[config.mk]
export PLATFORM = sky130hd
export DESIGN_NAME = sbsa_top
export DESIGN_NICKNAME = d
export VERILOG_FILES = /design/src/common/sbsa_pkg.sv /design/src/rtl/sbsa_bit_engine.sv /design/src/rtl/sbsa_top.sv
export SDC_FILE = /design/constraint.sdc
export NUM_CORES = 1
export LEC_CHECK = 0
export CORE_UTILIZATION = 60
export CTS_CLUSTER_SIZE = 8
export DETAILED_ROUTE_END_ITERATION = 10
export DONT_BUFFER_PORTS = 1
export GPL_ROUTABILITY_DRIVEN = 0
export PLACE_DENSITY = 0.76
export RECOVER_POWER = 100
export SYNTH_ARGS = -nofsm -noshare
export SYNTH_HDL_FRONTEND = slang
export SYNTH_SLANG_ARGS = --single-unit
[constraint.sdc]
create_clock -name MCLK -period 3 [get_ports MCLK]
set_clock_uncertainty 0.15 [all_clocks]
set_input_delay 0.3 -clock MCLK [delete_from_list [all_inputs] [get_ports MCLK]]
set_output_delay 0.3 -clock MCLK [all_outputs]
set_load 0.05 [all_outputs]
[src/common/sbsa_pkg.sv]
// constants and types shared by the serial bus software access block
// assumes one clock (MCLK) and a byte wide configuration access port
//
// Operation
// [RULE1] data register: byte to send, byte received
// [RULE2] word address register sent as address byte
// [RULE3] word address unused in quick command format
// [RULE4] bit 7 protocol select drops address phase
// [RULE5] only target register write starts transfer
// [RULE6] target register holds address and direction
// [RULE7] control status: present, busy, error, controls
// [RULE8] software checks present and both busy flags
// [RULE9] software loads word and data before target
// [RULE10] target write is third step, launches transfer
// [RULE11] request busy held until transaction ends
// [RULE12] error checked after busy; read data valid
// [RULE13] missing acknowledge sets serial error bit 1
// [RULE14] protocol select omits word address and ack; code omits word address and restart but still checks ack
// [RULE15] write: start, addr+0, word, data, stop
// [RULE16] read: word, restart, addr+1, byte, nack, stop
// [RULE17] busy from next cycle until stop driven
package sbsa_pkg;

   ////////////////////////////////////////////////////////////////////////
   // register offsets
   localparam logic [7:0] OFS_DATA   = 8'hb0;
   localparam logic [7:0] OFS_WORD   = 8'hb1;
   localparam logic [7:0] OFS_TARGET = 8'hb2;
   localparam logic [7:0] OFS_CTRL   = 8'hb3;

   // control and status bit positions
   localparam int CS_PROTOCOL_SELECT = 7;
   localparam int CS_REQ_BUSY = 5;
   localparam int CS_DL_BUSY  = 4;
   localparam int CS_PRESENT  = 3;
   localparam int CS_TEST     = 2;
   localparam int CS_ERR      = 1;
   localparam int CS_DL_ERR   = 0;

   // target select: direction in bit 0, address above
   localparam int TGT_RW = 0;

   // reset values
   localparam logic [7:0] DATA_RST     = 8'h00;
   localparam logic [7:0] WORD_RST     = 8'h00;
   localparam logic [7:0] TARGET_RST   = 8'h00;
   localparam logic       PROTOCOL_SELECT_RST = 1'b0;
   localparam logic       TEST_RST     = 1'b0;

   ////////////////////////////////////////////////////////////////////////
   // timing: least serial clock period, rounded up to whole cycles
   localparam int MCLK_PERIOD_NS = 40;
   localparam int SCL_PERIOD_NS  = 320;
   localparam int BIT_CYCLES     =
      (SCL_PERIOD_NS + MCLK_PERIOD_NS - 1) / MCLK_PERIOD_NS;
   typedef logic [3:0] sbsa_cnt_t;
   localparam sbsa_cnt_t QTR_CYCLES =
      sbsa_cnt_t'((BIT_CYCLES >= 4) ? BIT_CYCLES / 4 : 1);

   ////////////////////////////////////////////////////////////////////////
   // types
   typedef enum logic [1:0] {B_START, B_STOP, B_WBIT, B_RBIT} sbsa_bcmd_e;

   typedef struct packed {
      logic       go;
      sbsa_bcmd_e kind;
      logic       wbit;
   } sbsa_cmd_s;

   typedef struct packed {
      logic done;
      logic rx;
   } sbsa_rsp_s;

   typedef enum logic [2:0] {
      ST_IDLE, ST_START, ST_TXBYTE, ST_TXACK,
      ST_RSTART, ST_RXBYTE, ST_RXNACK, ST_STOP
   } sbsa_step_e;

   typedef enum logic [1:0] {BY_ADDR, BY_WORD, BY_DATA, BY_RADDR} sbsa_byte_e;

   typedef struct packed {
      logic       busy;
      sbsa_bcmd_e kind;
      logic       wbit;
      logic [1:0] qtr;
      sbsa_cnt_t  cnt;
      logic       scl_hi;
      logic       sda_hi;
      logic       sda_meta;
      logic       sda_sync;
      logic       rx;
      logic       done;
   } sbsa_eng_s;

   typedef struct packed {
      logic [7:0] data;
      logic [7:0] word;
      logic [7:0] target;
      logic       protocol_select;
      logic       test_mode;
      logic       err;
      logic       busy;
      logic       present_meta;
      logic       present_sync;
      sbsa_step_e step;
      sbsa_byte_e stage;
      logic [7:0] shreg;
      logic [2:0] bitcnt;
      logic       pend;
      sbsa_cmd_s  cmd;
      logic [7:0] rdata;
      logic       rvalid;
      logic       line_lvl;
   } sbsa_top_s;

   localparam sbsa_eng_s ENG_RST = '{
      busy: 1'b0, kind: B_START, wbit: 1'b0, qtr: 2'h0, cnt: 4'h0,
      scl_hi: 1'b1, sda_hi: 1'b1, sda_meta: 1'b1, sda_sync: 1'b1,
      rx: 1'b1, done: 1'b0};

   localparam sbsa_top_s TOP_RST = '{
      data: DATA_RST, word: WORD_RST, target: TARGET_RST,
      protocol_select: PROTOCOL_SELECT_RST, test_mode: TEST_RST, err: 1'b0,
      busy: 1'b0, present_meta: 1'b0, present_sync: 1'b0,
      step: ST_IDLE, stage: BY_ADDR, shreg: 8'h00, bitcnt: 3'h0,
      pend: 1'b0, cmd: '{go: 1'b0, kind: B_START, wbit: 1'b0},
      rdata: 8'h00, rvalid: 1'b0, line_lvl: 1'b0};

endpackage : sbsa_pkg

[src/rtl/sbsa_bit_engine.sv]
// bit level engine: start, stop, write bit, read bit on the two wires
// assumes open-drain lines pulled high outside; no clock stretching
`timescale 1ns/1ns
module sbsa_bit_engine
   import sbsa_pkg::*;
(
   // clock and reset
   input  wire logic      mclk,
   input  wire logic      reset_n,
   // command from the byte sequencer
   input  wire sbsa_cmd_s cmd,
   output sbsa_rsp_s      rsp,
   // line controls, enable low pulls the line low
   input  wire logic      sda_in,
   output logic           sda_oe_n,
   output logic           scl_oe_n
);

   sbsa_eng_s r;
   sbsa_eng_s n;

   ////////////////////////////////////////////////////////////////////////
   // line levels {scl, sda} for each quarter of a bit
   function automatic logic [1:0] line_lv(sbsa_bcmd_e k, logic b,
                                          logic [1:0] q);
      logic mid;
      logic [1:0] lv;
      mid = (q == 2'h1) || (q == 2'h2);
      lv  = 2'h3;
      unique case (k)
         B_START: lv = {mid, (q < 2'h2)};
         B_STOP:  lv = {(q != 2'h0), (q >= 2'h2)};
         B_WBIT:  lv = {mid, b};
         B_RBIT:  lv = {mid, 1'b1};
      endcase
      return lv;
   endfunction : line_lv

   ////////////////////////////////////////////////////////////////////////
   always_comb begin
      n          = r;
      n.sda_meta = sda_in;
      n.sda_sync = r.sda_meta;
      n.done     = 1'b0;
      if (!r.busy) begin
         if (cmd.go) begin
            n.busy = 1'b1;
            n.kind = cmd.kind;
            n.wbit = cmd.wbit;
            n.qtr  = 2'h0;
            n.cnt  = QTR_CYCLES - 4'h1;
            {n.scl_hi, n.sda_hi} = line_lv(cmd.kind, cmd.wbit, 2'h0);
         end
      end else if (r.cnt != 4'h0) begin
         n.cnt = r.cnt - 4'h1;
      end else if (r.qtr == 2'h3) begin
         // levels stay put so the next bit starts from them
         n.busy = 1'b0;
         n.done = 1'b1;
      end else begin
         n.cnt = QTR_CYCLES - 4'h1;
         n.qtr = r.qtr + 2'h1;
         // sample late in the high phase, after the synchroniser delay
         if (r.qtr == 2'h2 && r.kind == B_RBIT) begin
            n.rx = r.sda_sync;
         end
         {n.scl_hi, n.sda_hi} = line_lv(r.kind, r.wbit, n.qtr);
      end
   end

   always_ff @(posedge mclk or negedge reset_n) begin
      if (!reset_n) begin
         r <= ENG_RST;
      end else begin
         r <= n;
      end
   end

   assign rsp.done = r.done;
   assign rsp.rx   = r.rx;
   assign sda_oe_n = r.sda_hi;
   assign scl_oe_n = r.scl_hi;

endmodule : sbsa_bit_engine

[src/rtl/sbsa_top.sv]
// serial bus software access: four byte registers and byte sequencer
// assumes config accesses arrive as one-cycle strobes on MCLK
`timescale 1ns/1ns
module sbsa_top
   import sbsa_pkg::*;
(
   // clock and reset
   input  wire logic       MCLK,
   input  wire logic       RESET_N,
   // configuration byte access
   input  wire logic [7:0] CFG_ADDR,
   input  wire logic       CFG_WR,
   input  wire logic [7:0] CFG_WDATA,
   input  wire logic       CFG_RD,
   output logic [7:0]      CFG_RDATA,
   output logic            CFG_RVALID,
   // status from the rest of the chip
   input  wire logic       INTERFACE_PRESENT,
   input  wire logic       DOWNLOAD_BUSY,
   output logic            SERIAL_TEST_MODE,
   // serial data line
   input  wire logic       SDA_IN,
   output logic            SDA_OUT,
   output logic            SDA_OE_N,
   // serial clock line
   output logic            SCL_OUT,
   output logic            SCL_OE_N
);

   sbsa_top_s r;
   sbsa_top_s n;
   sbsa_rsp_s rsp;
   logic      rd_dir;
   logic      wr_ok;
   logic [7:0] cs_byte;

   ////////////////////////////////////////////////////////////////////////
   // bit engine

   sbsa_bit_engine u_eng (
      .mclk     (MCLK),
      .reset_n  (RESET_N),
      .cmd      (r.cmd),
      .rsp      (rsp),
      .sda_in   (SDA_IN),
      .sda_oe_n (SDA_OE_N),
      .scl_oe_n (SCL_OE_N)
   );

   ////////////////////////////////////////////////////////////////////////
   // control and status byte as software sees it

   always_comb begin
      cs_byte              = 8'h00;
      cs_byte[CS_PROTOCOL_SELECT] = r.protocol_select;                 // see [RULE4]
      cs_byte[CS_REQ_BUSY] = r.busy;                     // see [RULE7]
      cs_byte[CS_DL_BUSY]  = DOWNLOAD_BUSY;              // see [RULE7]
      cs_byte[CS_PRESENT]  = r.present_sync;             // see [RULE7]
      cs_byte[CS_TEST]     = r.test_mode;                // see [RULE7]
      cs_byte[CS_ERR]      = r.err;                      // see [RULE13]
      cs_byte[CS_DL_ERR]   = 1'b0;
   end

   // direction of the current transfer
   assign rd_dir = r.target[TGT_RW];                     // see [RULE6]

   // a transfer in flight freezes the setup registers, so a late
   // write cannot corrupt the bytes already being shifted
   assign wr_ok = CFG_WR && !r.busy;                     // see [RULE8]

   ////////////////////////////////////////////////////////////////////////
   // registers and sequencer

   always_comb begin
      n              = r;
      n.present_meta = INTERFACE_PRESENT;
      n.present_sync = r.present_meta;
      n.cmd.go       = 1'b0;
      n.rvalid       = 1'b0;

      // read port answers the cycle after the strobe
      if (CFG_RD) begin
         n.rvalid = 1'b1;
         unique case (CFG_ADDR)
            OFS_DATA:   n.rdata = r.data;                // see [RULE1]
            OFS_WORD:   n.rdata = r.word;
            OFS_TARGET: n.rdata = r.target;
            OFS_CTRL:   n.rdata = cs_byte;
            default:    n.rdata = 8'h00;
         endcase
      end

      // error flag is write one to clear; a set below still wins
      if (CFG_WR && CFG_ADDR == OFS_CTRL && CFG_WDATA[CS_ERR]) begin
         n.err = 1'b0;
      end

      if (wr_ok) begin
         unique case (CFG_ADDR)
            OFS_DATA: begin
               n.data = CFG_WDATA;                       // see [RULE9]
            end
            OFS_WORD: begin
               n.word = CFG_WDATA;                       // see [RULE9]
            end
            OFS_CTRL: begin
               n.protocol_select  = CFG_WDATA[CS_PROTOCOL_SELECT];     // see [RULE4]
               n.test_mode = CFG_WDATA[CS_TEST];         // see [RULE7]
            end
            OFS_TARGET: begin
               // a download owns the wires, so the start is refused
               if (!DOWNLOAD_BUSY) begin
                  n.target = CFG_WDATA;                  // see [RULE6]
                  n.busy   = 1'b1;                       // see [RULE17]
                  n.err    = 1'b0;
                  n.step   = ST_START;                   // see [RULE5]
                  n.pend   = 1'b0;
                  n.bitcnt = 3'h0;
               end
            end
            default: begin
            end
         endcase
      end

      // each step issues one bit command, then waits for its done
      if (r.step != ST_IDLE && !r.pend) begin
         n.pend   = 1'b1;
         n.cmd.go = 1'b1;
         unique case (r.step)
            ST_START, ST_RSTART: begin
               n.cmd.kind = B_START;
               n.cmd.wbit = 1'b1;
            end
            ST_TXBYTE: begin
               n.cmd.kind = B_WBIT;                      // see [RULE15]
               n.cmd.wbit = r.shreg[7];
            end
            ST_TXACK, ST_RXBYTE: begin
               n.cmd.kind = B_RBIT;
               n.cmd.wbit = 1'b1;
            end
            ST_RXNACK: begin
               n.cmd.kind = B_WBIT;                      // see [RULE16]
               n.cmd.wbit = 1'b1;
            end
            ST_STOP: begin
               n.cmd.kind = B_STOP;
               n.cmd.wbit = 1'b1;
            end
            ST_IDLE: begin
               n.pend   = 1'b0;
               n.cmd.go = 1'b0;
            end
         endcase
      end

      if (r.pend && rsp.done) begin
         n.pend = 1'b0;
         unique case (r.step)
            ST_START: begin
               n.bitcnt = 3'h0;
               n.step   = ST_TXBYTE;
               // the alternative read goes straight to the read address
               if (r.protocol_select && rd_dir) begin           // see [RULE14]
                  n.stage = BY_RADDR;
                  n.shreg = {r.target[7:1], 1'b1};
               end else begin
                  n.stage = BY_ADDR;
                  n.shreg = {r.target[7:1], 1'b0};       // see [RULE15]
               end
            end
            ST_RSTART: begin
               n.bitcnt = 3'h0;
               n.step   = ST_TXBYTE;
               n.stage  = BY_RADDR;
               n.shreg  = {r.target[7:1], 1'b1};         // see [RULE16]
            end
            ST_TXBYTE: begin
               n.shreg  = {r.shreg[6:0], 1'b0};          // see [RULE15]
               n.bitcnt = r.bitcnt + 3'h1;
               if (r.bitcnt == 3'h7) begin
                  n.step = ST_TXACK;
               end
            end
            ST_TXACK: begin
               n.bitcnt = 3'h0;
               if (rsp.rx) begin
                  n.err  = 1'b1;                         // see [RULE13]
                  n.step = ST_STOP;
               end else begin
                  unique case (r.stage)
                     BY_ADDR: begin
                        n.step = ST_TXBYTE;
                        if (r.protocol_select) begin            // see [RULE3]
                           n.stage = BY_DATA;            // see [RULE14]
                           n.shreg = r.data;             // see [RULE1]
                        end else begin
                           n.stage = BY_WORD;
                           n.shreg = r.word;             // see [RULE2]
                        end
                     end
                     BY_WORD: begin
                        if (rd_dir) begin
                           n.step = ST_RSTART;           // see [RULE16]
                        end else begin
                           n.step  = ST_TXBYTE;
                           n.stage = BY_DATA;
                           n.shreg = r.data;             // see [RULE15]
                        end
                     end
                     BY_DATA: begin
                        n.step = ST_STOP;
                     end
                     BY_RADDR: begin
                        n.step = ST_RXBYTE;
                     end
                  endcase
               end
            end
            ST_RXBYTE: begin
               n.shreg  = {r.shreg[6:0], rsp.rx};        // see [RULE16]
               n.bitcnt = r.bitcnt + 3'h1;
               if (r.bitcnt == 3'h7) begin
                  n.step = ST_RXNACK;
               end
            end
            ST_RXNACK: begin
               // only a clean read reaches here, so data is valid
               n.data = r.shreg;                         // see [RULE12]
               n.step = ST_STOP;
            end
            ST_STOP: begin
               n.busy = 1'b0;                            // see [RULE11]
               n.step = ST_IDLE;                         // see [RULE17]
            end
            ST_IDLE: begin
            end
         endcase
      end
   end

   ////////////////////////////////////////////////////////////////////////
   // state register

   always_ff @(posedge MCLK or negedge RESET_N) begin
      if (!RESET_N) begin
         r <= TOP_RST;
      end else begin
         r <= n;
      end
   end

   ////////////////////////////////////////////////////////////////////////
   // outputs; lines are only ever pulled low, so the level is fixed

   assign CFG_RDATA        = r.rdata;
   assign CFG_RVALID       = r.rvalid;
   assign SERIAL_TEST_MODE = r.test_mode;
   assign SDA_OUT          = r.line_lvl;
   assign SCL_OUT          = r.line_lvl;

endmodule : sbsa_top

; Yosys cells after proc, flatten, opt, wreduce, memory -nomap -nowiden
; Index checks and enable logic that the tools add are counted.
[totals]
regBits = 76
elab_cells = 162
inputBits = 23
[classes]
n_mux = 54
n_bitwise = 4
add_sub_neg = 3
order_cmp = 2
reduce_logical = 37
eq_ne = 32
[ops]
columns = op, n
row1 = 8-bit two-way mux, 8
row2 = 11-bit one-hot mux with 5 select lines, 1
row3 = 10-bit two-way mux, 4
row4 = 8-bit == test (second input constant), 4
row5 = 8-bit one-hot mux with 4 select lines, 1
row6 = 28-bit two-way mux, 1
row7 = 3-bit two-way mux, 7
row8 = 10-bit one-hot mux with 2 select lines, 1
row9 = 2-bit == test (second input constant), 9
row10 = 3-bit one-hot mux with 6 select lines, 1
row11 = 17-bit two-way mux, 1
row12 = 4-bit two-way mux, 4
row13 = 3-bit == test (second input constant), 5
row14 = 3-bit one-hot mux with 5 select lines, 1
row15 = 2-bit two-way mux, 7
row16 = 12-bit two-way mux, 1
row17 = 2-bit one-hot mux with 3 select lines, 2
row18 = 3-bit one-hot mux with 4 select lines, 1
row19 = 3-bit nonzero test, 4
row20 = 1-bit two-way mux, 11
row21 = 2-bit AND reduction, 5
row22 = 5-bit AND reduction, 2
row23 = 5-bit nonzero test, 2
row24 = 3-bit AND reduction, 3
row25 = 23 further kinds, 46

; Longest topological paths before layout
; Gate-level depths: netlist (run 1).
[logic_depth]
word_depth = 10
depth_mapped = 7

; Modules after synthesis
; A second synthesis (run 1) with hierarchy kept.
[hier_totals]
hier_cells = 421
area_unflattened_um2 = 4237.8
[modules_own_cells]
columns = mod, seq_area_each_um2, cells_per_inst, area_per_inst_um2, n_inst
row1 = sbsa_top, 1501.4, 347, 3410.8, 1
row2 = sbsa_bit_engine, 406.6, 74, 827.0, 1

; Worst setup path after synthesis (run 1)
; Ideal clock, no wire load.
[synth_timing]
path_kind = reg-to-reg
start = register u_eng.r[6] (netlist bit)
end = register u_eng.r, in the netlist u_eng.rsp[0]
slack_ns = 1.136
path_stages_with_launch = 7
period_less_slack_ns = 1.864
arrival_ns = 1.629
path_cell_list = dfrtp_1 -> inv_1 -> ha_1 -> nor3b_2 -> nand3b_1 -> nor2_1 -> mux2_1
[synth_between]
elab_chain_cells = 3
[synth_rtl]
columns = item, line_no
row1 = start: declaration, sbsa_bit_engine.sv:19  ; sbsa_eng_s r;
row2 = start signal: assignment, sbsa_bit_engine.sv:75  ; r <= n;
row3 = 4-bit nonzero test, sbsa_bit_engine.sv:54  ; end else if (r.cnt != 4'h0) begin
row4 = 1-bit inverter (no line), --
row5 = 4-bit AND reduction (no line), --
; Every way passes these cells.
; A chain may end at the register's enable or synchronous reset.

==> results of run 1 <==
report_power, final:
part | switching, mW | total (mW) | internal [mW]
clock network | 0.410 | 0.879 | 0.469
registers | 0.323 | 1.58 | 1.26
logic | 0.600 | 1.09 | 0.492
total | 1.33 | 3.55 | 2.22
what timing repair did:
action,CTS,global route
endpoints found under the hold margin,113,0
hold buffers,13,0
buffers inserted,0,0
cell usage after synthesis (3+ instances only):
cell | number | share of area
ha_1 | 8 | 0.024
o211ai_1 | 3 | 0.0053
buf_2 | 4 | 0.0047
and3_1 | 11 | 0.016
a31oi_1 | 11 | 0.016
o21ai_0 | 23 | 0.027
nor4_1 | 3 | 0.0044
dfrtp_1 | 71 | 0.42
nor2_1 | 17 | 0.015
nor2b_1 | 7 | 0.010
a21boi_0 | 8 | 0.014
nand3_1 | 35 | 0.041
a21oi_1 | 24 | 0.028
nand2_1 | 59 | 0.052
a221oi_1 | 4 | 0.0083
clkbuf_1 | 18 | 0.016
mux2_1 | 9 | 0.024
nor3_1 | 10 | 0.012
o22ai_1 | 9 | 0.013
nand2b_1 | 8 | 0.012
dfstp_2 | 5 | 0.031
buf_1 | 3 | 0.0027
inv_1 | 21 | 0.019
buf_4 | 10 | 0.018
mux2_2 | 6 | 0.016
a211oi_1 | 6 | 0.011
mux2i_1 | 18 | 0.043
worst max-delay path by stage:
stage                          start           end  slack [ns]  depth (start not counted)
after floorplan           u_eng.r[6]  u_eng.rsp[0]        1.14                          6
after global placement    u_eng.r[6]  u_eng.rsp[0]        0.90                          6
after detailed placement  u_eng.r[6]  u_eng.rsp[0]        0.86                          6
after CTS                 u_eng.r[6]  u_eng.rsp[0]        0.85                          6
after global routing         RESET_N         r[21]        0.39                          2
final                     cs_byte[5]         r[15]        0.65                          5
state kept, by name, indices dropped and copies added (netlist names):
register and cells:
r 45, u_eng.r 11, CFG_RDATA 8, cs_byte 4, u_eng.rsp 2, CFG_RVALID 1, SERIAL_TEST_MODE 1, n 1
u_eng.n 1, u_eng.scl_oe_n 1, u_eng.sda_oe_n 1
through the flow:
step / cell area, sq um / utilization
final: 4540 / 0.668
after global routing: 4540 / 0.668
after CTS: 4570 / 0.673
after detailed placement: 4210 / 0.620
after global placement: 4210 / 0.620
after floorplan: 4230 / -
cell families after synthesis:
family	Yosys count	share of synthesized area
buffers and inverters	58	0.0633
AO/OA/AOI/OAI	108	0.166
AND/OR/NAND/NOR	165	0.196
flip-flops	76	0.451
adder cells (fa/ha/maj)	9	0.0260
XOR/XNOR	2	0.00414
multiplexers	35	0.0932
other	1	0.000886
cell type report:
class / instances / area share
Clock buffer: 10 / 0.0281
Sequential cell: 76 / 0.420
Tap cell: 96 / 0.0265
Clock inverter: 6 / 0.0190
Timing Repair Buffer: 18 / 0.0350
Inverter: 22 / 0.0182
Multi-Input combinational cell: 321 / 0.453
routing by layer:
metal / part of all wire / vias to the layer above / global-route usage
met1: 0.45 / 1691 / 0.422
met3: 0.059 / 18 / 0.0414
li1: - / 1601 / -
met2: 0.46 / 130 / 0.432
met5: 0 / - / 0
met4: 0.025 / 0 / 0.133
worst max-delay path, cell delays in order (launching register included):
cell and delay, ns:
dfrtp_1 0.43, nand2b_1 0.27, nor4_1 0.30, clkbuf_1 0.60, nor2_1 0.18, mux2_2 0.30
==> flow_summary.toml, run 1 <==
[run_status]
outcome = "finished with violations"
violations = "capacitance limit, slew limit"

[route]
vias_per_cell = 6.27
wirelength_microns = 10100
ant_nets = 0
wl_per_cell_microns = 18.3
drt-initial-drc-count = 394
drc_errors = 0
firstDrtPassIters = 5
vias = 3440

[global_route]
gr-usage-all-layers = 0.291
grt_pass1_vias = 3182
globalRouteOverflowTotal = 0
grt_max_degree = 77
antenna_found_initial = 0
grt_pass1_wl_microns = 16400

[floorplanning]
coreArea_sq_um = 6790
die_y_microns = 86.0
ios = 37
dieArea_sq_um = 7390
rows = 30
die_x_microns = 86.0
initial_core_util = 0.623

[cts]
cts_resized = 0
clkSinkCount = 76
numCtsBuffers = 9
cts_buffer_depth = 2
clk_latency_ns = 0.36
root_buffer = "clkbuf_8"
clk_pin_slew_ns = 0.08
h-tree-depth = 3
cts_tree = "built"

[critical_path]
critical_path.max_fanout = 11
timing.rr.end = "r[15]"
critPathArrivalTime_ns = 2.44
r2r_cells = 5
startpoint_type = "flip-flop"
reg2reg_slack_ns = 0.65
worstSetupEndpointType = "flip-flop"
cp.required_ns = 3.09
crit_type = "flip-flop to flip-flop"
regToRegStartpoint = "cs_byte[5]"

[synthesis]
syn_avg_cell_area_sq_um = 9.32
synthFlopType = "dfrtp_1"
ys_seq_elements = 76
netlist_instances = 454
ys_seq_area_frac = 0.451
synth_edf_count = 0
yosysWarningCount = 0
synth.distinct_cells = 60
synthArstFlopShare = 1.00
synth_area_sq_um = 4230

[final_layout]
stdcell_count = 549
layout_common_cells = "dfrtp_1, nand2_1, nand3_1, a21oi_1, o21ai_0"
multi_input_area_sq_um = 2050
syn_to_final_growth_pct = 7.28
n_fill_cell = 559
nets = 479
register_area_sq_um = 1910
final_common_cell = "dfrtp_1"
antenna_cells = 0
drive_above_1_share = 0.0817

[placed_design]
dpl.hpwl_microns = 6870
numPortBuffers = 0
place_ws_ns = 0.863
dp.cells = 520

[worst_hold_path]
min-delay-path-class = "primary input to flip-flop"
worstHoldEndpoint = "CFG_RDATA[4]"
whs_path_depth = 2
hold_start = "DOWNLOAD_BUSY"

[sta]
maxSlewViolCount = 77
finalSetupViolCount = 0
worstMarginPinSlew_ns = 1.83
timing.fmax_mhz = 425
setup_slack_ns = 0.649
period_needed_ns = 2.35
hold_viol = 0
rsz0062_at_grt = "false"
min_period_over_period = 0.784
whs_ns = 0.0577
slew_headroom = -0.219
finalSetupTns_ns = 0

[pwr]
power.density_nw_per_um2 = 783
ir_drop_uv = 347
power_mw = 3.55
p_leak_nw = 2.05

[job]
maxCapViolations = 1
(Power assumes the default switching activity.)
==> run 2: changes to the inputs <==
- clock period: 3 -> 2.3 ns (I/O delays scaled with it)
==> flow_summary.toml, run 2 (same netlist as run 1, synthesis figures left out) <==
[floorplanning]
dieArea_sq_um = 7390
rows = 30
die_y_microns = 86.0
ios = 37
coreArea_sq_um = 6790
initial_core_util = 0.623
die_x_microns = 86.0

[cts]
cts_setup_buffers = 0
numCtsBuffers = 9
clk_pin_slew_ns = 0.08
root_buffer = "clkbuf_8"
clk_latency_ns = 0.36
clkSinkCount = 76
cts_tree = "built"
h-tree-depth = 3
cts_buffer_depth = 2

[final_layout]
drive_above_1_share = 0.0870
largest_register_ffs = 45
nets = 486
final_common_cell = "dfrtp_1"
antenna_cells = 0
top_register = "r"
layout_common_cells = "dfrtp_1, nand2_1, nand3_1, a21oi_1, o21ai_0"
n_fill_cell = 540
stdcell_count = 556
syn_to_final_growth_pct = 7.90

[critical_path]
crit_type = "flip-flop to flip-flop"
cp_cell_sequence = "nand2b_1 > nor4_1 > buf_4 > nor2_1 > mux2_2"
critPathSlowestCell = "nor4_1"
critical_path.max_fanout = 8
worstSetupEndpointType = "flip-flop"
max_stage_delay_ns = 0.57
cp.required_ns = 2.39
startpoint_type = "flip-flop"
critPathArrivalTime_ns = 2.26

[pwr]
p_leak_nw = 2.06
p_int_mw = 2.79
pwr-share-clk = 0.223
power.density_nw_per_um2 = 984
p_sw_frac = 0.380
power_mw = 4.49
seq_power_share = 0.462
ir_drop_uv = 473
combPwrFrac = 0.315
p_switching_mw = 1.71

[route]
vias_per_cell = 6.37
firstDrtPassIters = 5
vias = 3540
ant_nets = 0
wl_per_cell_microns = 17.9
drt-initial-drc-count = 451
wirelength_microns = 9960
drc_errors = 0

[global_route]
antenna_found_initial = 0
grt_max_degree = 77
gr-usage-all-layers = 0.285
globalRouteOverflowTotal = 0
grt_pass1_vias = 3153
grt_pass1_wl_microns = 16100

[sta]
finalSetupViolCount = 0
rsz0062_at_grt = "false"
worstMarginPinSlew_ns = 1.03
setup_slack_ns = 0.134
slew_headroom = 0.316
whs_ns = 0.0152
min_period_over_period = 0.942
hold_viol = 0
finalSetupTns_ns = 0
period_needed_ns = 2.17
timing.fmax_mhz = 462
maxSlewViolCount = 0

[placed_design]
place_ws_ns = 0.225
numPortBuffers = 0
dp.cells = 525
dpl.hpwl_microns = 6670

[worst_hold_path]
min-delay-path-class = "primary input to flip-flop"

[run_status]
outcome = "completed"

[job]
maxCapViolations = 0
==> run 2: worst max-delay path, delay by kind of cell, from the launching register on <==
kind,cells,cell delay [ns]
AND/OR/NAND/NOR,3,0.93
buffers and inverters,1,0.27
flip-flops,1,0.43
multiplexers,1,0.26
==> run 2: per-stage QoR <==
| stage | area, sq um | utilization |
|---|---|---|
| finish | 4560 | 0.672 |
| global route | 4560 | 0.672 |
| CTS | 4600 | 0.678 |
| detailed placement | 4250 | 0.626 |
| global placement | 4250 | 0.626 |
| floorplan | 4230 | - |
==> run 2: power by group through the flow <==
stage | Clock [mW] | Sequential (mW) | Combinational [mW]
detailed placement | 0 | 2.10 | 1.35
global route | 1.06 | 2.13 | 1.60
finish | 1.00 | 2.08 | 1.41
floorplan | 0 | 1.92 | 1.20
CTS | 1.01 | 2.08 | 1.42
global placement | 0 | 2.09 | 1.31
==> run 2: what timing repair did <==
action,in CTS,in global routing
endpoints found under the hold margin,114,0
gates resized for setup,0,0
hold buffers,15,0
==> run 2: path summary, 6_finish.rpt <==
path	from	to	slack [ns]	cells after the start
max	cs_byte[5]	r[15]	0.13	5
min	CFG_WDATA[1]	cs_byte[1]	0.02	2
max reg2reg	cs_byte[5]	r[15]	0.13	5
min reg2reg	u_eng.n[2]	u_eng.r[2]	0.21	0
max in group asynchronous	RESET_N	u_eng.r[9]	0.86	2
min in group asynchronous	RESET_N	r[26]	0.47	2
==> run 2: final cells by class <==
type | count | area [sq um] | share of cell area
inverter | 22 | 82.6 | 0.0181
tap | 96 | 120 | 0.0263
timing repair buffer | 25 | 213 | 0.0466
sequential | 76 | 1910 | 0.418
clock buffer | 11 | 131 | 0.0288
multi-input combinational | 321 | 2050 | 0.450
clock inverter | 5 | 55.1 | 0.0121
==> run 2: layer usage <==
layer,vias to the layer above,global-route usage,wire length [microns]
met5,-,0,0
met4,0,0.0818,146
met3,18,0.0558,757
met2,177,0.421,4540
met1,1726,0.424,4510
li1,1619,-,-
==> run 3: changes to the inputs <==
- ABC_AREA: not set -> 1
- SETUP_SLACK_MARGIN: not set -> 0.2
==> flow_summary.toml, run 3 <==
[run_status]
outcome = "finished with violations"
violations = "hold timing"

[critical_path]
critPathArrivalTime_ns = 2.13
timing.rr.end = "r[24]"
r2r_cells = 8
regToRegStartpoint = "r[29]"
cp.required_ns = 2.44
reg2reg_slack_ns = 0.31
worstSetupEndpointType = "flip-flop"
startpoint_type = "flip-flop"
critical_path.max_fanout = 9
crit_type = "flip-flop to flip-flop"

[route]
wl_met1_microns = 4400
firstDrtPassIters = 4
highest_layer = "met4"
wirelength_microns = 9280
wl_per_cell_microns = 15.6
drc_errors = 0
met2_length_microns = 3950
vias_per_cell = 5.75
vias = 3408
met3RoutedLength_microns = 827
drt-initial-drc-count = 230
ant_nets = 0

[sta]
worstMarginPinSlew_ns = 0.708
period_needed_ns = 1.99
timing.fmax_mhz = 502
rsz0062_at_grt = "false"
whs_ns = -0.593
slew_headroom = 0.527
finalSetupViolCount = 0
hold_viol = 76
finalSetupTns_ns = 0
maxSlewViolCount = 0
min_period_over_period = 0.866

[final_layout]
design_area_sq_um = 4310
final_common_cell = "nand2_1"
largest_register_ffs = 45
layout_common_cells = "nand2_1, dfrtp_1, o21ai_0, inv_1, nand3_1"
stdcell_count = 593
drive_above_1_share = 0.0756
syn_to_final_growth_pct = 4.30
nets = 542
top_register = "r"
antenna_cells = 0

[placed_design]
dp.cells = 563
dpl.hpwl_microns = 6510
numPortBuffers = 0
placed_area_sq_um = 4080

[synthesis]
synth_top_cell_area_share = 0.430
syn_avg_cell_area_sq_um = 8.19
synthArstFlopShare = 1.00
synth.distinct_cells = 37
ys_seq_area_frac = 0.462
yosysWarningCount = 0
synth_top_area_cell = "dfrtp_1"
yosysMostFrequentCell = "nand2_1"
synth_area_sq_um = 4130
synth_edf_count = 0
ys_seq_elements = 76
synthFlopType = "dfrtp_1"
netlist_instances = 505
synth_area_leaders = "dfrtp_1, nand2_1, nand3_1, o21ai_0, inv_1"
synth_common_cells = "nand2_1, dfrtp_1, inv_1"

[global_route]
globalRouteOverflowTotal = 0
grt_max_degree = 77
grt_pass1_vias = 3280
antenna_found_initial = 0
grt_pass1_wl_microns = 15600
gr-usage-all-layers = 0.279

[cts]
cts_buffer_depth = 2
cts-hold-fix-buffers = 14
root_buffer = "clkbuf_8"
clk_latency_ns = 0.36
clk_pin_slew_ns = 0.08
h-tree-depth = 3
cts_setup_buffers = 0
clkSinkCount = 76
cts_tree = "built"
numCtsBuffers = 9

[floorplanning]
initial_core_util = 0.636
die_y_microns = 85.0
die_x_microns = 85.0
coreArea_sq_um = 6490
rows = 29
ios = 37
dieArea_sq_um = 7230

[pwr]
power.density_nw_per_um2 = 558
ir_drop_uv = 363
p_leak_nw = 2.07

[job]
maxCapViolations = 0

[worst_hold_path]
min-delay-path-class = "primary input to async pin"
-- run 3: per-layer routing --
| metal | global-route usage | vias to the layer above |
|---|---|---|
| met5 | 0 | - |
| met4 | 0.0678 | 0 |
| met3 | 0.0739 | 12 |
| met2 | 0.408 | 168 |
| met1 | 0.414 | 1577 |
| li1 | - | 1651 |
-- run 3: what timing repair did --
| action | CTS | global route |
|---|---|---|
| setup endpoints to repair | 0 | 0 |
| hold endpoints to repair | 114 | 76 |
| resized for setup | 0 | 0 |
-- run 3: worst max-delay path, cell delays in order (launching register included) --
cell     delay, ns
dfrtp_1       0.51
nand2_1       0.09
nor2_1        0.24
o21ai_0       0.23
nand3_1       0.21
nor2_4        0.08
inv_1         0.21
nand2_1       0.10
nand2_1       0.09
-- run 3: report_power, final --
group | total, mW | leakage [nW] | switching, mW | internal (mW)
clock | 0.994 | 0.0931 | 0.497 | 0.496
sequential | 1.35 | 0.970 | 0.00723 | 1.34
combinational | 0.0636 | 1.01 | 0.0403 | 0.0234
total | 2.41 | 2.07 | 0.545 | 1.86
-- run 3: per-stage QoR --
stage               setup slack (ns)  utilization  total power [mW]
detailed placement             0.507        0.628              1.42
floorplan                      0.755            -              1.42
global route                   0.171        0.664              2.47
CTS                            0.324        0.678              2.42
finish                         0.307        0.664              2.41
global placement               0.534        0.628              1.42
-- run 3: how the worst max path moves through the flow --
stage                     slack [ns]         from             end  cells after the start
after floorplan                 0.75   u_eng.r[6]  u_eng.sda_oe_n                      8
after global placement          0.53        r[30]           r[56]                      7
after detailed placement        0.51        r[30]           r[56]                      7
after CTS                       0.32  CFG_ADDR[1]           r[53]                      5
after global routing            0.17        r[29]           r[24]                      8
final                           0.31        r[29]           r[24]                      8
-- run 3: final cells by class --
type,instances,area (sq um)
sequential,76,1910
multi-input combinational,353,1760
inverter,54,203
fill,543,2180
tap,77,96.3
timing repair buffer,17,160
clock buffer,11,131
clock inverter,5,52.6
-- run 3: cells by family after synthesis --
group                      synth area share
and+or+nand+nor                       0.283
AOI/OAI and AO/OA                     0.134
buffers and inverters                0.0920
DFF                                   0.462
adders and majority gates            0.0242
xor gates and xnor gates            0.00424
other                              0.000907
